## config.mk

```make
export PLATFORM = sky130hd
export DESIGN_NAME = sdl_deser
export DESIGN_NICKNAME = d
export VERILOG_FILES = /design/src/common/sdl_pkg.sv /design/src/verilog/sdl_deser.sv
export VERILOG_INCLUDE_DIRS = /design/src /design/src/common
export SDC_FILE = /design/constraint.sdc
export NUM_CORES = 1
export LEC_CHECK = 0
export BUFFER_PORTS_ARGS = -buffer_cell sky130_fd_sc_hd__clkbuf_2
export CAP_MARGIN = 20
export CORE_MARGIN = 2
export CORE_UTILIZATION = 64
export CTS_BUF_LIST = sky130_fd_sc_hd__clkbuf_4 sky130_fd_sc_hd__clkbuf_8 sky130_fd_sc_hd__clkbuf_16
export CTS_CLUSTER_DIAMETER = 200
export DETAILED_ROUTE_END_ITERATION = 6
export PLACE_DENSITY = 0.95
export SETUP_SLACK_MARGIN = 0.5
export SLEW_MARGIN = 20
export SYNTH_ARGS = -nofsm -noshare
export SYNTH_HDL_FRONTEND = slang
export SYNTH_SLANG_ARGS = --single-unit
```

## constraint.sdc

```tcl
create_clock -name clk_i -period 10.8 [get_ports clk_i]
set_input_delay 2.16 -clock clk_i [delete_from_list [all_inputs] [get_ports clk_i]]
set_output_delay 2.16 -clock clk_i [all_outputs]
set_load 0.05 [all_outputs]
```

## src/common/sdl_params.svh

```systemverilog
// Offsets, field positions, reset values and counts for the lock core.
// How it works
// - link_locked is high only while locked; else low, with outputs floated.
// - Each frame yields one 24-bit parallel_out word and recovered_clock.
// - Lock needs no reference clock and works for any data.
// - Serializer locks first, then deserializer; no data moves before that.
// - The serializer floats its line until locked; an idle line never locks.
// - link_locked stays low, outputs floated, until locked to the stream.
// - No training pattern; ordinary data carries the embedded clock edge.
// - Lock needs the rising embedded edge and good data; time may vary.
// - link_locked rises in the cycle the first valid word appears.
// - out_edge_select high: launch on rising recovered_clock; low: falling.
// - out_enable low floats both outputs while the loop stays locked.
// - One missed embedded edge drops link_locked and restarts the search.
// - link_locked stays driven and follows lock while outputs float.
`ifndef SDL_PARAMS_SVH
`define SDL_PARAMS_SVH

`define SDL_OVS         4
`define SDL_FRAME_BITS  28
`define SDL_LOCK_FRAMES 4
`define SDL_FIFO_DEPTH  8
`define SDL_WORD_W      24

`define SDL_ADR_CTRL    8'h00
`define SDL_ADR_STATUS  8'h04
`define SDL_ADR_LOSS    8'h08
`define SDL_CTRL_LINK   0
`define SDL_ST_OVF      9
`define SDL_CTRL_RST    1'b1

`define SDL_F_CLK1      27
`define SDL_F_DMSB      26
`define SDL_F_DLSB      3
`define SDL_F_DCB       2
`define SDL_F_DCA       1
`define SDL_F_CLK0      0

`endif

```

## src/common/sdl_pkg.sv

```systemverilog
// Types shared by the lock core.
package sdl_pkg;

   typedef enum logic [2:0] {
      st_hunt   = 3'b001,
      st_check  = 3'b010,
      st_locked = 3'b100
   } sdl_state_type;

   typedef struct packed {
      logic pos;
      logic neg;
      logic oe;
      logic edge_sel;
      logic pwr_n;
      logic tie;
   } sdl_pins_type;

endpackage

```

## src/verilog/sdl_deser.sv

```systemverilog
// Deserializer lock core with its word FIFO and pin synchronizer.
//
// The implementer's own choices: the Wishbone interface to the registers and the register addresses.
`timescale 1ns/1ps
`default_nettype none
`include "sdl_params.svh"

// ****************************************************************
// Pin synchronizer
// ****************************************************************
module sdl_sync3 #(
   parameter int W = 1
) (
   input  wire logic         clk_i,
   input  wire logic         rst_i,
   input  wire logic [W-1:0] d_i,
   output logic      [W-1:0] q_o
);
   logic [W-1:0] s1_q;
   logic [W-1:0] s2_q;
   logic [W-1:0] s3_q;

   always_ff @(posedge clk_i) begin
      if (rst_i) begin
         s1_q <= '0;
         s2_q <= '0;
         s3_q <= '0;
      end else begin
         s1_q <= d_i;
         s2_q <= s1_q;
         s3_q <= s2_q;
      end
   end

   // A bit moves only when the last two stages agree, so a settling
   // first stage can never leak a glitch into the core.
   always_ff @(posedge clk_i) begin
      if (rst_i) begin
         q_o <= '0;
      end else begin
         q_o <= (~(s2_q ^ s3_q) & s2_q) | ((s2_q ^ s3_q) & q_o);
      end
   end
endmodule // sdl_sync3

// ****************************************************************
// Word FIFO
// ****************************************************************
module sdl_fifo #(
   parameter int W = 24,
   parameter int D = 8
) (
   input  wire logic                 clk_i,
   input  wire logic                 rst_i,
   input  wire logic                 clr_i,
   // Fill side
   input  wire logic                 in_valid_i,
   output logic                      in_ready_o,
   input  wire logic [W-1:0]         in_data_i,
   // Drain side
   output logic                      out_valid_o,
   input  wire logic                 out_ready_i,
   output logic      [W-1:0]         out_data_o,
   output logic      [$clog2(D):0]   level_o
);
   localparam int AW = $clog2(D);

   logic [W-1:0]  mem [D];
   logic [AW-1:0] wr_q;
   logic [AW-1:0] rd_q;
   logic [AW:0]   cnt_q;
   logic          wr;
   logic          rd;

   assign in_ready_o  = cnt_q != (AW+1)'(D);
   assign out_valid_o = cnt_q != '0;
   assign out_data_o  = mem[rd_q];
   assign level_o     = cnt_q;
   assign wr          = in_valid_i & in_ready_o;
   assign rd          = out_valid_o & out_ready_i;

   always_ff @(posedge clk_i) begin
      if (wr) begin
         mem[wr_q] <= in_data_i;
      end
   end

   always_ff @(posedge clk_i) begin
      if (rst_i || clr_i) begin
         wr_q  <= '0;
         rd_q  <= '0;
         cnt_q <= '0;
      end else begin
         if (wr) begin
            wr_q <= (wr_q == AW'(D-1)) ? '0 : wr_q + 1'b1;
         end
         if (rd) begin
            rd_q <= (rd_q == AW'(D-1)) ? '0 : rd_q + 1'b1;
         end
         if (wr && !rd) begin
            cnt_q <= cnt_q + 1'b1;
         end else if (rd && !wr) begin
            cnt_q <= cnt_q - 1'b1;
         end
      end
   end
endmodule // sdl_fifo

// ****************************************************************
// Lock core
// ****************************************************************
module sdl_deser
   import sdl_pkg::*;
#(
   parameter int OVS         = `SDL_OVS,
   parameter int LOCK_FRAMES = `SDL_LOCK_FRAMES,
   parameter int FIFO_DEPTH  = `SDL_FIFO_DEPTH
) (
   // Clock and reset
   input  wire logic        clk_i,
   input  wire logic        rst_i,
   // Wishbone slave
   input  wire logic        wb_cyc_i,
   input  wire logic        wb_stb_i,
   input  wire logic        wb_we_i,
   input  wire logic [7:0]  wb_adr_i,
   input  wire logic [3:0]  wb_sel_i,
   input  wire logic [31:0] wb_dat_i,
   output logic      [31:0] wb_dat_o,
   output logic             wb_ack_o,
   // Serial line and control pins
   input  wire logic        serial_in_pos_i,
   input  wire logic        serial_in_neg_i,
   input  wire logic        out_enable_i,
   input  wire logic        out_edge_select_i,
   input  wire logic        rx_powerdown_n_i,
   input  wire logic        tie_low_input_i,
   // Parallel side
   output logic [23:0]      parallel_out_o,
   output logic             parallel_out_oe_o,
   output logic             recovered_clock_o,
   output logic             recovered_clock_oe_o,
   output logic             link_locked_o
);
   localparam int NB        = `SDL_FRAME_BITS;
   localparam int FRAME_CYC = NB * OVS;
   localparam int HALF_CYC  = FRAME_CYC / 2;
   localparam int PW        = $clog2(OVS);
   localparam int BW        = $clog2(NB);
   localparam int CW        = $clog2(FRAME_CYC);
   localparam int LW        = $clog2(LOCK_FRAMES) + 1;
   localparam int FL        = $clog2(FIFO_DEPTH) + 1;

   sdl_pins_type  pin_s;
   sdl_state_type st_q;
   logic [PW-1:0] ph_q;
   logic          prev_q;
   logic [NB-1:0] sh_q;
   logic [BW-1:0] bc_q;
   logic [LW-1:0] good_q;
   logic [CW-1:0] rc_q;
   logic          ctrl_q;
   logic          ovf_q;
   logic [15:0]   loss_q;
   logic          ack_q;
   logic [31:0]   dat_q;
   logic          line_bit;
   logic          run;
   logic          samp;
   logic [NB-1:0] frame_w;
   logic          frame_end;
   logic          frame_ok;
   logic          pll_lock;
   logic          push;
   logic          loss_ev;
   logic          launch;
   logic          lock_d;
   logic          f_in_rdy;
   logic          f_valid;
   logic          pop;
   logic [23:0]   f_data;
   logic [FL-1:0] f_level;
   logic          req;

   // ****************************************************************
   // Pin capture
   // ****************************************************************
   sdl_sync3 #(
      .W ($bits(sdl_pins_type))
   ) u_sync (
      .clk_i (clk_i),
      .rst_i (rst_i),
      .d_i   ({serial_in_pos_i, serial_in_neg_i, out_enable_i,
               out_edge_select_i, rx_powerdown_n_i, tie_low_input_i}),
      .q_o   (pin_s)
   );

   // A floating or undriven pair reads as equal legs and decodes as a
   // steady zero, which holds no rising edge to lock onto.
   assign line_bit = pin_s.pos & ~pin_s.neg;
   assign run      = pin_s.pwr_n & ctrl_q;

   // ****************************************************************
   // Bit recovery
   // ****************************************************************
   // The phase counter realigns on every line transition and samples
   // mid-bit, so no reference clock is needed.
   always_ff @(posedge clk_i) begin
      if (rst_i || !run) begin
         ph_q   <= '0;
         prev_q <= 1'b0;
      end else begin
         prev_q <= line_bit;
         if (line_bit != prev_q) begin
            ph_q <= PW'(1);
         end else if (ph_q == PW'(OVS-1)) begin
            ph_q <= '0;
         end else begin
            ph_q <= ph_q + 1'b1;
         end
      end
   end

   assign samp    = run && (ph_q == PW'(OVS/2));
   assign frame_w = {sh_q[NB-2:0], line_bit};

   always_ff @(posedge clk_i) begin
      if (rst_i) begin
         sh_q <= '0;
      end else if (samp) begin
         sh_q <= frame_w;
      end
   end

   // ****************************************************************
   // Frame check and lock search
   // ****************************************************************
   assign frame_end = samp && (st_q != st_hunt) && (bc_q == BW'(NB-1));
   assign frame_ok  = frame_w[`SDL_F_CLK1] && !frame_w[`SDL_F_CLK0]
                      && (frame_w[`SDL_F_DCA] ==
                          ^frame_w[`SDL_F_DMSB:`SDL_F_DCB]);
   assign pll_lock  = st_q == st_locked;
   assign push      = frame_end && pll_lock && frame_ok;
   assign loss_ev   = frame_end && pll_lock && !frame_ok;

   always_ff @(posedge clk_i) begin
      if (rst_i || !run) begin
         st_q   <= st_hunt;
         bc_q   <= '0;
         good_q <= '0;
      end else if (samp) begin
         case (st_q)
            // Any live data shows the embedded rising edge.
            st_hunt: begin
               if (!sh_q[0] && line_bit) begin
                  st_q   <= st_check;
                  bc_q   <= BW'(1);
                  good_q <= '0;
               end
            end
            st_check: begin
               if (bc_q == BW'(NB-1)) begin
                  bc_q <= '0;
                  if (!frame_ok) begin
                     st_q <= st_hunt;
                  end else if (good_q == LW'(LOCK_FRAMES-1)) begin
                     st_q <= st_locked;
                  end else begin
                     good_q <= good_q + 1'b1;
                  end
               end else begin
                  bc_q <= bc_q + 1'b1;
               end
            end
            st_locked: begin
               if (bc_q == BW'(NB-1)) begin
                  bc_q <= '0;
                  if (!frame_ok) begin
                     st_q <= st_hunt;
                  end
               end else begin
                  bc_q <= bc_q + 1'b1;
               end
            end
            default: begin
               st_q <= st_hunt;
            end
         endcase
      end
   end

   // ****************************************************************
   // Word buffer
   // ****************************************************************
   // Draining stalls while outputs are disabled; once full, new words
   // are dropped and flagged because the line itself cannot pause.
   sdl_fifo #(
      .W (`SDL_WORD_W),
      .D (FIFO_DEPTH)
   ) u_fifo (
      .clk_i       (clk_i),
      .rst_i       (rst_i),
      .clr_i       (!pll_lock),
      .in_valid_i  (push),
      .in_ready_o  (f_in_rdy),
      .in_data_i   (frame_w[`SDL_F_DMSB:`SDL_F_DLSB] ^
                    {`SDL_WORD_W{frame_w[`SDL_F_DCB]}}),
      .out_valid_o (f_valid),
      .out_ready_i (pop),
      .out_data_o  (f_data),
      .level_o     (f_level)
   );

   // ****************************************************************
   // Parallel output stage
   // ****************************************************************
   always_ff @(posedge clk_i) begin
      if (rst_i || !pll_lock) begin
         rc_q <= '0;
      end else if (rc_q == CW'(FRAME_CYC-1)) begin
         rc_q <= '0;
      end else begin
         rc_q <= rc_q + 1'b1;
      end
   end

   assign launch = pll_lock && (pin_s.edge_sel ? (rc_q == '0)
                                : (rc_q == CW'(HALF_CYC)));
   assign pop    = launch && f_valid && pin_s.oe;
   assign lock_d = pll_lock && (link_locked_o || (launch && f_valid));

   always_ff @(posedge clk_i) begin
      if (rst_i) begin
         parallel_out_o <= '0;
      end else if (pop) begin
         parallel_out_o <= f_data;
      end
   end

   always_ff @(posedge clk_i) begin
      if (rst_i) begin
         recovered_clock_o <= 1'b0;
      end else begin
         recovered_clock_o <= pll_lock && (rc_q < CW'(HALF_CYC));
      end
   end

   // Lock is shown with the first launched word, and the enables follow
   // lock so that nothing is driven before the link is up.
   always_ff @(posedge clk_i) begin
      if (rst_i) begin
         link_locked_o        <= 1'b0;
         parallel_out_oe_o    <= 1'b0;
         recovered_clock_oe_o <= 1'b0;
      end else begin
         link_locked_o        <= lock_d;
         parallel_out_oe_o    <= lock_d && pin_s.oe;
         recovered_clock_oe_o <= lock_d && pin_s.oe;
      end
   end

   // ****************************************************************
   // Register access
   // ****************************************************************
   assign req      = wb_cyc_i && wb_stb_i && !ack_q;
   assign wb_ack_o = ack_q;
   assign wb_dat_o = dat_q;

   always_ff @(posedge clk_i) begin
      if (rst_i) begin
         ack_q <= 1'b0;
      end else begin
         ack_q <= req;
      end
   end

   always_ff @(posedge clk_i) begin
      if (rst_i) begin
         ctrl_q <= `SDL_CTRL_RST;
      end else if (req && wb_we_i && wb_sel_i[0]
                   && wb_adr_i == `SDL_ADR_CTRL) begin
         ctrl_q <= wb_dat_i[`SDL_CTRL_LINK];
      end
   end

   // A new overflow or loss in the clearing cycle is kept.
   always_ff @(posedge clk_i) begin
      if (rst_i) begin
         ovf_q <= 1'b0;
      end else if (push && !f_in_rdy) begin
         ovf_q <= 1'b1;
      end else if (req && wb_we_i && wb_sel_i[1]
                   && wb_adr_i == `SDL_ADR_STATUS
                   && wb_dat_i[`SDL_ST_OVF]) begin
         ovf_q <= 1'b0;
      end
   end

   always_ff @(posedge clk_i) begin
      if (rst_i) begin
         loss_q <= '0;
      end else if (req && wb_we_i && wb_adr_i == `SDL_ADR_LOSS) begin
         loss_q <= loss_ev ? 16'h0001 : 16'h0000;
      end else if (loss_ev && loss_q != 16'hffff) begin
         loss_q <= loss_q + 1'b1;
      end
   end

   always_ff @(posedge clk_i) begin
      if (rst_i) begin
         dat_q <= '0;
      end else if (req) begin
         if (wb_adr_i == `SDL_ADR_CTRL) begin
            dat_q <= {31'h0, ctrl_q};
         end else if (wb_adr_i == `SDL_ADR_STATUS) begin
            dat_q <= {21'h0, pin_s.tie, ovf_q, 4'(f_level),
                      st_q, pll_lock, link_locked_o};
         end else if (wb_adr_i == `SDL_ADR_LOSS) begin
            dat_q <= {16'h0, loss_q};
         end else begin
            dat_q <= '0;
         end
      end
   end
endmodule // sdl_deser
`default_nettype wire

```

==> run summary, run 1 <==
The final period demand of the worst path is 4.49 ns. The mean area per synthesized cell came out at 13.4 µm². The worst ir drop on vdd is 0.128 mV.

The max-slew headroom at the worst pin came out at 35.8%. Leaving out fill and tap cells, the most frequent cell in the layout is edfxtp_1. Buffers inserted during clock tree synthesis total 35.

The area of the die is 0.0224 mm². The first-pass iteration count of the detailed router is 7. The number of rows created at floorplan is 53. The count of cells in the finished layout, fillers not included, comes to 1378. The total length of routed wires is 31.7 mm. The hold buffer count at cts is 0. Setup repair after global routing left no endpoint under its margin.

The cell chosen for the clock root is clkbuf_16. 116 I/O pins were placed. The count of nets left with antenna violations after detail routing came out at 0.

On the worst path, the slowest cell contributes a delay of 0.56 ns. The cell family contributing the most delay on the critical path is XOR/XNOR gates. Cells fill 73.2% of the core in the end.

Summed over all nets, the half-perimeter wirelength after detailed placement is 16.9 mm. The area of the core came out at 0.0209 mm². The starting density of the core is 65.0%. CTS saw 336 sinks. Derived from the worst setup path, the maximum achievable clock frequency is 0.223 GHz. The critical path contains buffers and inverters numbering 2 combined. In the synthesized netlist the dominant register cell turns out to be edfxtp_1. The top fanout value on the critical path came out at 9.

From synthesis to final layout, the design area changed by 12.6%. The clock network latency to the later pin of the worst-skew pair came out at 0.52 ns. Routability-driven placement finished with a final weighted congestion of 0.881. Synthesis handed over a netlist of 1015 instances. TritonCTS built the clock tree. The quantity of gates resized following cts came out at 0. In this run the most critical hold path is launched from u_sync.s1_q[1]. The total count of hold-check failures in the final report is 0. STA puts the critical path data required time at 11.23 ns. The checks that failed: DRC. Once routing completed, OpenROAD measured the worst setup slack at 6.31 ns. In this run the static leakage power is 5.20 nW.

The number of global-route vias before repair is 8858. The height of the die is 150 µm. The signal on the critical path passes through xor2_2 -> xnor3_1 -> xnor3_1 -> xnor3_2 -> nor2_2 -> nand3_2 -> inv_2 -> ha_1 -> inv_1 -> ha_1 -> a21o_1 -> a21oi_1 -> xnor2_1 -> or3_1 -> a21oi_1. The clock transition at the registers of the reported paths came out at 0.06 ns. In the layout the commonest cells are edfxtp_1 (192), dfxtp_1 (142), nand2_1 (88), nor2_1 (79), a21oi_1 (75).

The via count of the routed design is 8949. The final sum of negative setup slack is 0 ns. The share of flip-flops with an asynchronous set or reset came out at 0%. The longest clock path from root to sink contains 3 buffers. Cells with a size suffix above 1 make up 18.9% of the layout. Summing the sequential cell areas from Yosys gives 63.7% of the chip area. The count of synthesis-stage warnings from yosys is 0. Buffers added to address setup during post-CTS repair amount to 0. The CTS H-tree depth is 2. The final critical path takes up 41.6% of the cycle. The total of buffers placed on input and output ports is 67. The number of max-cap violations is 0. The count of placed standard cells including taps came out at 1316. The first global-routing pass estimated 48.9 mm of wire. The flow ran to the end, but the final reports show violations.

The number of antenna violations at the first check in global routing came to 0. The actual transition at the worst max-transition pin is 0.960 ns. The worst setup path is of the reg -> reg kind. The worst hold path terminates at u_sync.s2_q[1].

The detailed router's first-iteration violation count came out at 1133. The cell with the largest stage delay on the worst path is xnor3_2. The die is 150 µm wide.

The count of flip-flops with a built-in enable after synthesis came out at 192. The final count of negative-setup-slack endpoints came out at 0. The register bit count reported by yosys is 336. The critical register-to-register path startpoint is sh_q[9]. The count of pins over their slew limit came out at 0. The setup slack of the most critical reg-to-reg path is 6.31 ns. The DRC violations left came out at 1. OpenSTA, run right after detailed placement, puts the worst setup slack at 6.41 ns. STA classifies the critical path endpoint as a flop. The repair_antennas step left the layout with diodes totalling 0. Global routing used 28.8% of the available tracks. The signal arrival time at the worst endpoint came out at 4.93 ns. The reg-to-reg critical path endpoint is u_fifo.level_o[3]. The unique cell type count in the Yosys netlist is 61. The pin count of the biggest net entering global routing came out at 59. The cell area power density came out at 168 mW/mm². The critical path crosses 15 cells after its start point.

The number of nets in the final layout is 1150. The mapped cell area is 0.0136 mm². The share of Yosys cell area claimed by the top area cell type came out at 42.5%. The worst min-delay path category is reg -> reg. In the routed layout, each cell is associated on average with a via count of 6.49. Of all cell types, the one taking the most synthesized area is edfxtp_1. The final global-route overflow total came out at 0. Along the worst hold path, the cell count comes to 1.

The path depth of the worst reg2reg path came out at 15. The worst clock skew came out at 0.0240 ns. By area the synthesized netlist is led by edfxtp_1 (42%), dfxtp_1 (21%), mux4_2 (8.0%), a21oi_1 (2.8%), nand2_1 (2.4%).

The detailed-route wire length per cell is 23.0 µm. The worst setup path is launched from a flop.
-- per-stage QoR --
stage	hold slack, ns	total power [mW]	area (µm²)
after global placement	0.418	1.40	14100
final	0.440	2.56	15300
after floorplan	0.414	1.40	13600
after CTS	0.439	2.56	15300
after global routing	0.460	2.62	15300
after detailed placement	0.425	1.40	14100
-- layer usage --
layer / share of wire, % / wire, µm / GRT usage, % / vias up
met1: 36 / 11400 / 34.6 / 4393
met5: 0 / 0 / 0 / -
met3: 8.0 / 2540 / 5.37 / 136
li1: - / - / - / 3869
met4: 4.7 / 1490 / 13.7 / 0
met2: 51 / 16300 / 50.3 / 551
-- cell type report --
type                    instances  area, µm²
inverters                      12       45.0
well taps                     275        344
fillers                      1161       5610
repair buffers                 81        455
clock inverters                14        126
multi-input cells             613       4650
clock buffers                  47       1010
flip-flops and latches        336       8650
-- flip-flops by register name, indices dropped and copies added (netlist names), 2 cells and up, named ones only --
register / count
wb_dat_o: 16
bc_q: 5
u_fifo.rd_q: 3
loss_q: 16
rc_q: 7
u_sync.s3_q: 6
sh_q: 27
u_sync.s1_q: 6
u_fifo.mem: 192
ph_q: 2
good_q: 3
u_fifo.level_o: 4
u_sync.s2_q: 6
u_fifo.wr_q: 3
parallel_out_o: 24
st_q: 3
-- synth_stat cells, types with 3 or more instances --
cell	count
a211oi_1	24
a21oi_1	75
a22oi_1	14
and2_1	4
buf_1	10
buf_4	17
clkbuf_1	39
dfxtp_1	144
edfxtp_1	192
ha_1	15
inv_1	11
mux2i_1	31
mux4_2	48
nand2_1	88
nand2b_1	11
nand3_1	15
nand3b_1	3
nand4_1	8
nor2_1	80
nor2b_1	20
nor3_1	19
nor3b_1	3
nor4_1	4
o21ai_0	17
o31ai_1	10
o41ai_1	3
or3_1	9
or4_1	6
xnor2_1	22
xor2_1	31
-- worst max path at each step --
| stage | start | to |
|---|---|---|
| after detailed placement | wb_stb_i | loss_q[6] |
| after floorplan | sh_q[1] | u_fifo.mem[4][0] |
| after CTS | sh_q[9] | u_fifo.level_o[3] |
| after global placement | wb_stb_i | loss_q[12] |
| after global routing | sh_q[9] | u_fifo.level_o[3] |
| final | sh_q[9] | u_fifo.level_o[3] |
-- worst register-to-register path, stage by stage, from the launching register on --
cell and delay, ns:
dfxtp_1 0.41, xor2_2 0.34, xnor3_1 0.49, xnor3_1 0.46, xnor3_2 0.56, nor2_2 0.19
nand3_2 0.18, inv_2 0.21, ha_1 0.22, inv_1 0.10, ha_1 0.28, a21o_1 0.19
a21oi_1 0.20, xnor2_1 0.11, or3_1 0.32, a21oi_1 0.14
-- cell families (layout without fill, tap and decap cells) --
kind of cell | count (synthesis) | after routing | share of synthesized area, %
buffers and inverters | 81 | 154 | 2.83
AOI/OAI and AO/OA | 161 | 161 | 7.39
adders and majority gates | 16 | 16 | 1.53
muxes | 79 | 79 | 10.3
other | 1 | 16 | 0.0276
DFF | 336 | 336 | 63.7
xor gates and xnor gates | 58 | 58 | 4.22
and+or+nand+nor | 283 | 283 | 10.0
-- power breakdown --
group          switching, mW  leakage, nW  internal, mW
clock network          0.483        0.571         0.705
logic                 0.0255         1.68       0.00616
registers            0.00130         2.94          1.34
total                  0.510         5.20          2.05
No activity file was read; power rests on OpenSTA's default activity.
==> inputs of run 2 (changes only) <==
CORE_UTILIZATION = 54   (was 64)
PLACE_DENSITY = 0.86   (was 0.95)
clock period = 4.05 ns   (was 10.8 ns; I/O delays follow)
==> run 2 against run 1 <==
Effect of this change:
- the flow now finishes without violations
- power increased to 2.6 times the previous value
- final cell count increased by 5.1%
- flip-flop and latch count unchanged
- worst setup slack got worse by 5.6 ns
- clock-buffer cell count decreased by 8
- critical path depth unchanged
- sequential power increased to 2.7 times the previous value
- die area increased by 18%
- wire length decreased by 11%
- hold slack got worse by 0.0049 ns
- critical path type unchanged
==> run summary, run 2 (synthesized netlist as in run 1, its figures left out) <==
The via count of the routed design came to 8540 (-4.6%). The critical path ends at u_fifo.level_o[3]. The number of max-cap violations was 0 (unchanged). The top cell types in the final layout, fill and taps aside, are edfxtp_1 (192), dfxtp_1 (136), nand2_1 (88), nor2_1 (79), a21oi_1 (74).

The actual transition at the worst max-transition pin is 0.910 ns (-0.0500 ns). The total length of routed wires is 28.2 mm (-11%). The cell area power density came out at 436 mW/mm² (+160%). The final global-route overflow total was 0 (unchanged).

The area occupied by multi-input gates came out at 0.00473 mm² (+1.8%). The total buffers and inverters traversed by the critical path came out at 2 (unchanged). In this run the critical register-to-register path is captured at u_fifo.level_o[3]. The run finished with clean final reports.

The area occupied by registers came out at 0.00866 mm² (+0.12%). The path depth of the worst reg2reg path is 15 (unchanged). The worst register-to-register path begins at sh_q[1]. The final weighted congestion in routability-driven placement is 0.841 (-4.6%). The via count normalized by instance count came out at 5.90 (-9.2%). The most critical setup path has its startpoint at sh_q[1]. The final period demand of the worst path is 3.35 ns (-1.14 ns). The clock sink count came out at 336 (unchanged). The worst setup path is captured at a flop. The first-pass iteration count of the detailed router was 5 (-2).

The number of nets in the final layout was 1163 (+1.1%). The signal arrival time at the worst endpoint came out at 3.80 ns (-1.13 ns). The number of antenna violations at the first check in global routing is 0 (unchanged). The largest stage delay on the critical path came out at 0.44 ns (-0.12 ns).

The library cell used most frequently in the layout, excluding fill and tap cells, is edfxtp_1. The top fanout value on the critical path is 6 (-3). The cell chosen for the clock root is clkbuf_16. The total global-route track usage is 21.6% (-7.2 points). The horizontal die dimension is 163 µm (+8.6%). The hold buffer count at cts came to 0 (unchanged). The filler cell count is 1716 (+48%). The cell leakage power came to 5.26 nW (+1.3%).

The half-perimeter wire length of the detailed placement result was 16.3 mm (-3.2%). The pin count of the biggest net entering global routing is 53 (-10%). The flip-flop count of the largest register, all copies and words added is 192 (unchanged).

Setup repair after global routing left no endpoint under its margin. The logic depth of the worst path, buffers included is 15 (unchanged). The clock transition at the registers of the reported paths came out at 0.06 ns (about the same).

The area of the core is 0.0249 mm² (+19%). The clock network latency to the later pin of the worst-skew pair came out at 0.53 ns (about the same). The final sum of negative setup slack was 0 ns (unchanged). The family with the most delay on the worst path is XOR/XNOR gates. The data required time of the worst path came to 4.49 ns (-6.74 ns). Walking the worst path, the cells encountered are xor2_4 -> xnor3_1 -> xnor3_1 -> xnor3_2 -> nor2_4 -> nand3_4 -> inv_4 -> ha_4 -> inv_1 -> ha_1 -> a21o_1 -> a21oi_2 -> xnor2_1 -> or3_1 -> a21oi_1. The DRC violations left came out at 0 (-1). Among the stages of the critical path, the cell type that occurs most often is xnor3_1. The kind of critical path is reg -> reg. The final count of negative-setup-slack endpoints is 0 (unchanged). The buffer depth of the longest clock path was 3 (unchanged). The highest clock frequency the design can meet came to 0.298 GHz (+34%). The launching element type of the critical path is a flop. The number of global-route vias before repair was 8289 (-6.4%). The total of buffers placed on input and output ports is 67 (unchanged).

The tightest min-delay check is of the reg -> reg type. The height of the die came out at 163 µm (+8.6%). The CTS H-tree depth is 2 (unchanged). The global-route wire length before repair came out at 44.6 mm (-8.9%). The setup slack of the most critical reg-to-reg path is 0.70 ns (-5.61 ns). The TritonCTS buffer count is 34 (-2.9%).

The max-slew headroom at the worst pin came out at 39.2% (+3.4 points). The detailed-route wire length per cell is 19.5 µm (-15%). The detailed router's first-iteration violation count came out at 975 (-14%). The post-route clock period utilization came to 82.8% (+41 points). The worst ir drop on vdd was 0.327 mV (+160%). The I/O pin count came out at 116 (unchanged). The TritonCTS clock tree is yes. The count of nets left with antenna violations after detail routing came to 0 (unchanged).

The fraction of layout instances using a drive strength above 1 was 20.6% (+1.7 points). The register with the most flip-flops in the final layout is u_fifo.mem. The largest individual stage delay along the critical path comes from the cell xnor3_1. The starting density of the core came out at 54.5% (-10 points). The count of pins over their slew limit came out at 0 (unchanged). The area growth from synthesis to layout is 14.6%. In the final layout, the registers with the most flip-flops are u_fifo.mem: 192 flops, sh_q: 27 flops, parallel_out_o: 24 flops. The post-layout total power is 6.78 mW (+160%). The worst clock skew is 0.0324 ns (+0.00837 ns).

The antenna diode instance count is 0 (unchanged). The area of the die came out at 0.0264 mm² (+18%). The number of rows created at floorplan came out at 58 (+9.4%). The total count of hold-check failures in the final report is 0 (unchanged).
-- run 2: per-stage QoR --
| stage | cells | setup slack, ns | area, µm² | util, % | hold slack, ns |
|---|---|---|---|---|---|
| 2_1_floorplan | 1030 | 0.641 | 13700 | - | 0.414 |
| 3_3_place_gp | 1380 | 0.332 | 14300 | 57.6 | 0.416 |
| 3_5_place_dp | 1380 | 0.216 | 14300 | 57.6 | 0.425 |
| 4_1_cts | 1444 | 0.507 | 15500 | 62.2 | 0.439 |
| 5_1_grt | 1448 | 0.505 | 15600 | 62.5 | 0.461 |
| 6_report | 1448 | 0.697 | 15600 | 62.5 | 0.435 |
-- run 2: worst register-to-register path, cell delays in order, from the launching register on --
cell and delay [ns]:
dfxtp_2 0.38, xor2_4 0.15, xnor3_1 0.44, xnor3_1 0.29, xnor3_2 0.30, nor2_4 0.15
nand3_4 0.11, inv_4 0.12, ha_4 0.14, inv_1 0.07, ha_1 0.28, a21o_1 0.19
a21oi_2 0.13, xnor2_1 0.08, or3_1 0.30, a21oi_1 0.13
-- run 2: power breakdown --
| group | switching, mW | total [mW] | internal, mW |
|---|---|---|---|
| clock | 1.30 | 3.12 | 1.81 |
| sequential | 0.00291 | 3.58 | 3.57 |
| combinational | 0.0680 | 0.0851 | 0.0171 |
-- run 2: repair_timing --
item,CTS,global route
endpoints found under the setup margin,1,1
cloned,0,0
pin swaps,2,4
setup buffers,2,3
gates resized for setup,2,10
-- run 2: worst min path at each step --
stage | startpoint | endpoint | depth (start not counted)
after global routing | u_sync.s1_q[5] | u_sync.s2_q[5] | 1
final | u_sync.s1_q[5] | u_sync.s2_q[5] | 1
after floorplan | u_sync.s1_q[0] | u_sync.s2_q[0] | 1
after global placement | u_sync.s1_q[4] | u_sync.s2_q[4] | 1
after CTS | u_sync.s1_q[5] | u_sync.s2_q[5] | 1
after detailed placement | u_sync.s1_q[5] | u_sync.s2_q[5] | 1
-- run 2: per-layer routing --
| metal | vias up | GRT usage, % | wire length (µm) |
|---|---|---|---|
| met5 | - | 0 | 0 |
| met4 | 0 | 7.52 | 795 |
| met3 | 72 | 3.90 | 1910 |
| met2 | 379 | 38.5 | 14600 |
| met1 | 4206 | 26.7 | 10900 |
| li1 | 3883 | - | - |
-- run 2: layout make-up --
class	count	area share, %
inverter	12	0.306
clock inverter	23	1.36
multi-input combinational	613	30.4
sequential	336	55.7
clock buffer	39	5.83
tap	330	2.65
timing repair buffer	95	3.73
==> inputs of run 3 (changes only) <==
CORE_UTILIZATION = 59   (was 54)
PLACE_DENSITY = 0.89   (was 0.86)
clock period = 3.1 ns   (was 4.05 ns; I/O delays follow)
==> run 3 against run 2 <==
Effect of this change:
- the flow now finishes with violations (DRC, setup timing)
- final cell count increased by 3.3%
- first-iteration DRC count up 78%
- non-clock buffer count increased by 93
- combinational power increased by 42%
- final area rose by 11%
- sequential power rose by 30%
- register-to-register slack got worse by 1.3 ns
- via count grew 23%
- utilization is 14 points higher
- die area down 8.3%
- clock skew is 0.0061 ns higher
- largest cell class unchanged
- largest power group unchanged
- highest routed layer unchanged
==> run summary, run 3 (synthesized netlist as in run 1, its figures left out) <==
The global-route wire length before repair is 62.7 mm (+41%). The final global-route overflow total came out at 0 (unchanged). The final sum of negative setup slack came to -21.64 ns (-21.64 ns). The register ranked first by flip-flop count is u_fifo.mem. The combinational power share is 1.3% (about the same). The post-layout total power came out at 8.98 mW (+32%). The cell with the largest stage delay on the worst path is nor4_2. The I/O pin count is 116 (unchanged). The final design utilization is 76.6% (+14 points). The number of nets in the final layout came out at 1257 (+8.1%). The total placed instance area is 0.0146 mm² (+2.2%). The worst ir drop on vdd is 0.403 mV (+23%).

The final count of negative-setup-slack endpoints was 117 (+117). In the final layout, the registers with the most flip-flops are u_fifo.mem: 192 flops, sh_q: 27 flops, parallel_out_o: 24 flops. The detailed-route wire length per cell was 30.8 µm (+58%). The worst clock skew came out at 0.0385 ns (+0.00611 ns). The area occupied by multi-input gates came out at 0.00501 mm² (+5.9%). The data required time of the worst path was 3.45 ns (-1.04 ns). The signal arrival time at the worst endpoint is 4.07 ns (+0.27 ns).

The flip-flop count of the largest register, all copies and words added came out at 192 (unchanged). The count of placed standard cells including taps is 1363 (-1.2%). The cell chosen for the clock root is clkbuf_16. The max-slew headroom at the worst pin came to 33.6% (-5.6 points).

The clock transition at the registers of the reported paths was 0.06 ns (about the same). The checks that failed: DRC, setup timing. The cell leakage power is 6.05 nW (+15%). The TritonCTS buffer count came out at 34 (unchanged). The DRC violations left is 3 (+3). The starting density of the core came out at 59.9% (+5.4 points). The total length of routed wires came out at 46.1 mm (+63%). The family with the most delay on the worst path is simple AND/OR/NAND/NOR gates. The top fanout value on the critical path came to 6 (unchanged). The horizontal die dimension is 156 µm (-4.2%). The clock sink count is 336 (unchanged).

The final period demand of the worst path is 3.72 ns (+0.366 ns). The pin count of the biggest net entering global routing came out at 54 (+1.9%). The portion of total power attributed to sequential cells came to 52.0% (-0.8 points).

The hold buffer count at cts came out at 0 (unchanged). The first-pass iteration count of the detailed router came to 7 (+2). The number of global-route vias before repair came out at 10100 (+22%). The buffer depth of the longest clock path came to 3 (unchanged).

The library cells used most frequently in the layout, excluding fill and tap cells, are edfxtp_1 (192), dfxtp_1 (132), nand2_1 (87), nor2_1 (77), a21oi_1 (67). The area of the core is 0.0226 mm² (-9.0%). The worst min-delay path category is in -> reg. The cell area power density came out at 518 mW/mm² (+19%). The setup slack after placement is -0.0370 ns (-0.253 ns). The actual transition at the worst max-transition pin came out at 0.992 ns (+0.0816 ns). The post-route worst setup slack came out at -0.619 ns (-1.32 ns). The run finished, with violations left.

The post-route clock period utilization is 120% (+37 points). The library cell used most frequently in the layout, excluding fill and tap cells, is edfxtp_1. The total buffers and inverters traversed by the critical path came to 4 (+2). The total global-route track usage is 35.2% (+14 points).

The largest stage delay on the critical path is 0.81 ns (+0.37 ns). The total count of hold-check failures in the final report is 0 (unchanged). The hold slack is 0.314 ns (-0.120 ns).

The total non-filler cell area in the finished layout is 0.0173 mm² (+11%). The number of antenna violations at the first check in global routing came out at 2 (+2). The via count of the routed design is 10500 (+23%). The count of nets left with antenna violations after detail routing is 0 (unchanged). The reported net switching power was 1.93 mW (+41%). The kind of end point of the critical path is a flop.

The number of max-cap violations came out at 0 (unchanged). The highest clock frequency the design can meet is 0.269 GHz (-9.9%). The switching power as a share of total power is 21.5% (+1.2 points).

The area occupied by registers came out at 0.00867 mm² (about the same). Compared with the post-synthesis result, the final layout area differs by 27.8%. The clock network latency to the later pin of the worst-skew pair came out at 0.55 ns (+0.02 ns).

The setup path with the least slack is of type reg -> reg. The filler cell count is 1055 (-39%). The antenna diode instance count is 0 (unchanged). TritonCTS built the clock tree. The relative contribution of the clock network to total power is 46.6% (+0.6 points). Traced cell by cell, the critical path runs through nor4_2 -> nor3_2 -> and2_2 -> inv_1 -> ha_4 -> inv_4 -> buf_4 -> buf_6 -> fa_2 -> mux2i_1 -> nor2_1. The total of buffers placed on input and output ports is 67 (unchanged).

Setup repair after global routing could not meet its margin everywhere. The half-perimeter wire length of the detailed placement result is 17.9 mm (+9.8%). The via count normalized by instance count is 7.02 (+19%). The fraction of layout instances using a drive strength above 1 came out at 30.3% (+9.7 points).

The number of rows created at floorplan is 55 (-5.2%). The count of pins over their slew limit came to 0 (unchanged). The internal cell power came out at 7.05 mW (+30%).

The non-filler instance count after layout was 1496 (+3.3%). The CTS H-tree depth came out at 2 (unchanged). The detailed router's first-iteration violation count came out at 1734 (+78%). The launching element type of the critical path is a flop. The area of the die came out at 0.0242 mm² (-8.3%). The height of the die is 156 µm (-4.2%). The final weighted congestion in routability-driven placement is 0.811 (-3.5%).
run 3: changes by cell type in the layout (fill, tap and decap cells not counted), moves of 7 or more:
cell and delta:
a21oi_2 +7, buf_16 +23, a21oi_1 -7, buf_12 +24
xnor2_1 -8, clkbuf_4 +12, buf_4 +21, buf_6 +22
run 3: path summary, 6_finish.rpt:
kind | from | to | slack (ns) | cells past startpoint
worst max-delay path | u_fifo.level_o[1] | u_fifo.level_o[1] | -0.62 | 11
worst min-delay path | serial_in_neg_i | u_sync.s1_q[4] | 0.31 | 2
worst max register to register | u_fifo.level_o[1] | u_fifo.level_o[1] | -0.62 | 11
worst min register to register | u_sync.s1_q[3] | u_sync.s2_q[3] | 0.44 | 1
run 3: power by group through the flow:
stage | logic [mW] | clock network, mW | registers (mW)
global route | 0.125 | 4.34 | 4.67
detailed placement | 0.111 | 0 | 4.77
finish | 0.121 | 4.19 | 4.67
global placement | 0.110 | 0 | 4.77
floorplan | 0.0978 | 0 | 4.77
CTS | 0.112 | 4.07 | 4.67
run 3: metal layers:
layer / GRT usage, % / wire length [µm] / vias up
met5: 0 / 0 / -
met4: 25.7 / 4630 / 0
met3: 8.31 / 5810 / 375
met2: 58.4 / 21500 / 1045
met1: 40.1 / 14200 / 4980
li1: - / - / 4097
run 3: worst register-to-register path, stage by stage, from the launching register on:
cell	delay, ns
dfxtp_1	0.47
nor4_2	0.81
nor3_2	0.20
and2_2	0.29
inv_1	0.22
ha_4	0.21
inv_4	0.05
buf_4	0.13
buf_6	0.11
fa_2	0.57
mux2i_1	0.07
nor2_1	0.43
run 3: final cells by class:
| class | count | area share [%] |
|---|---|---|
| Sequential cell | 336 | 50.0 |
| Clock inverter | 9 | 0.505 |
| Inverter | 12 | 0.303 |
| Multi-Input combinational cell | 614 | 28.9 |
| Tap cell | 285 | 2.06 |
| Timing Repair Buffer | 188 | 12.4 |
| Clock buffer | 52 | 5.83 |
run 3: repair_timing:
item,4_1_cts,5_1_grt
cloned,23,2
resized for setup,57,48
pin swaps,10,18
endpoints found under the setup margin,201,245
buffers inserted,39,8
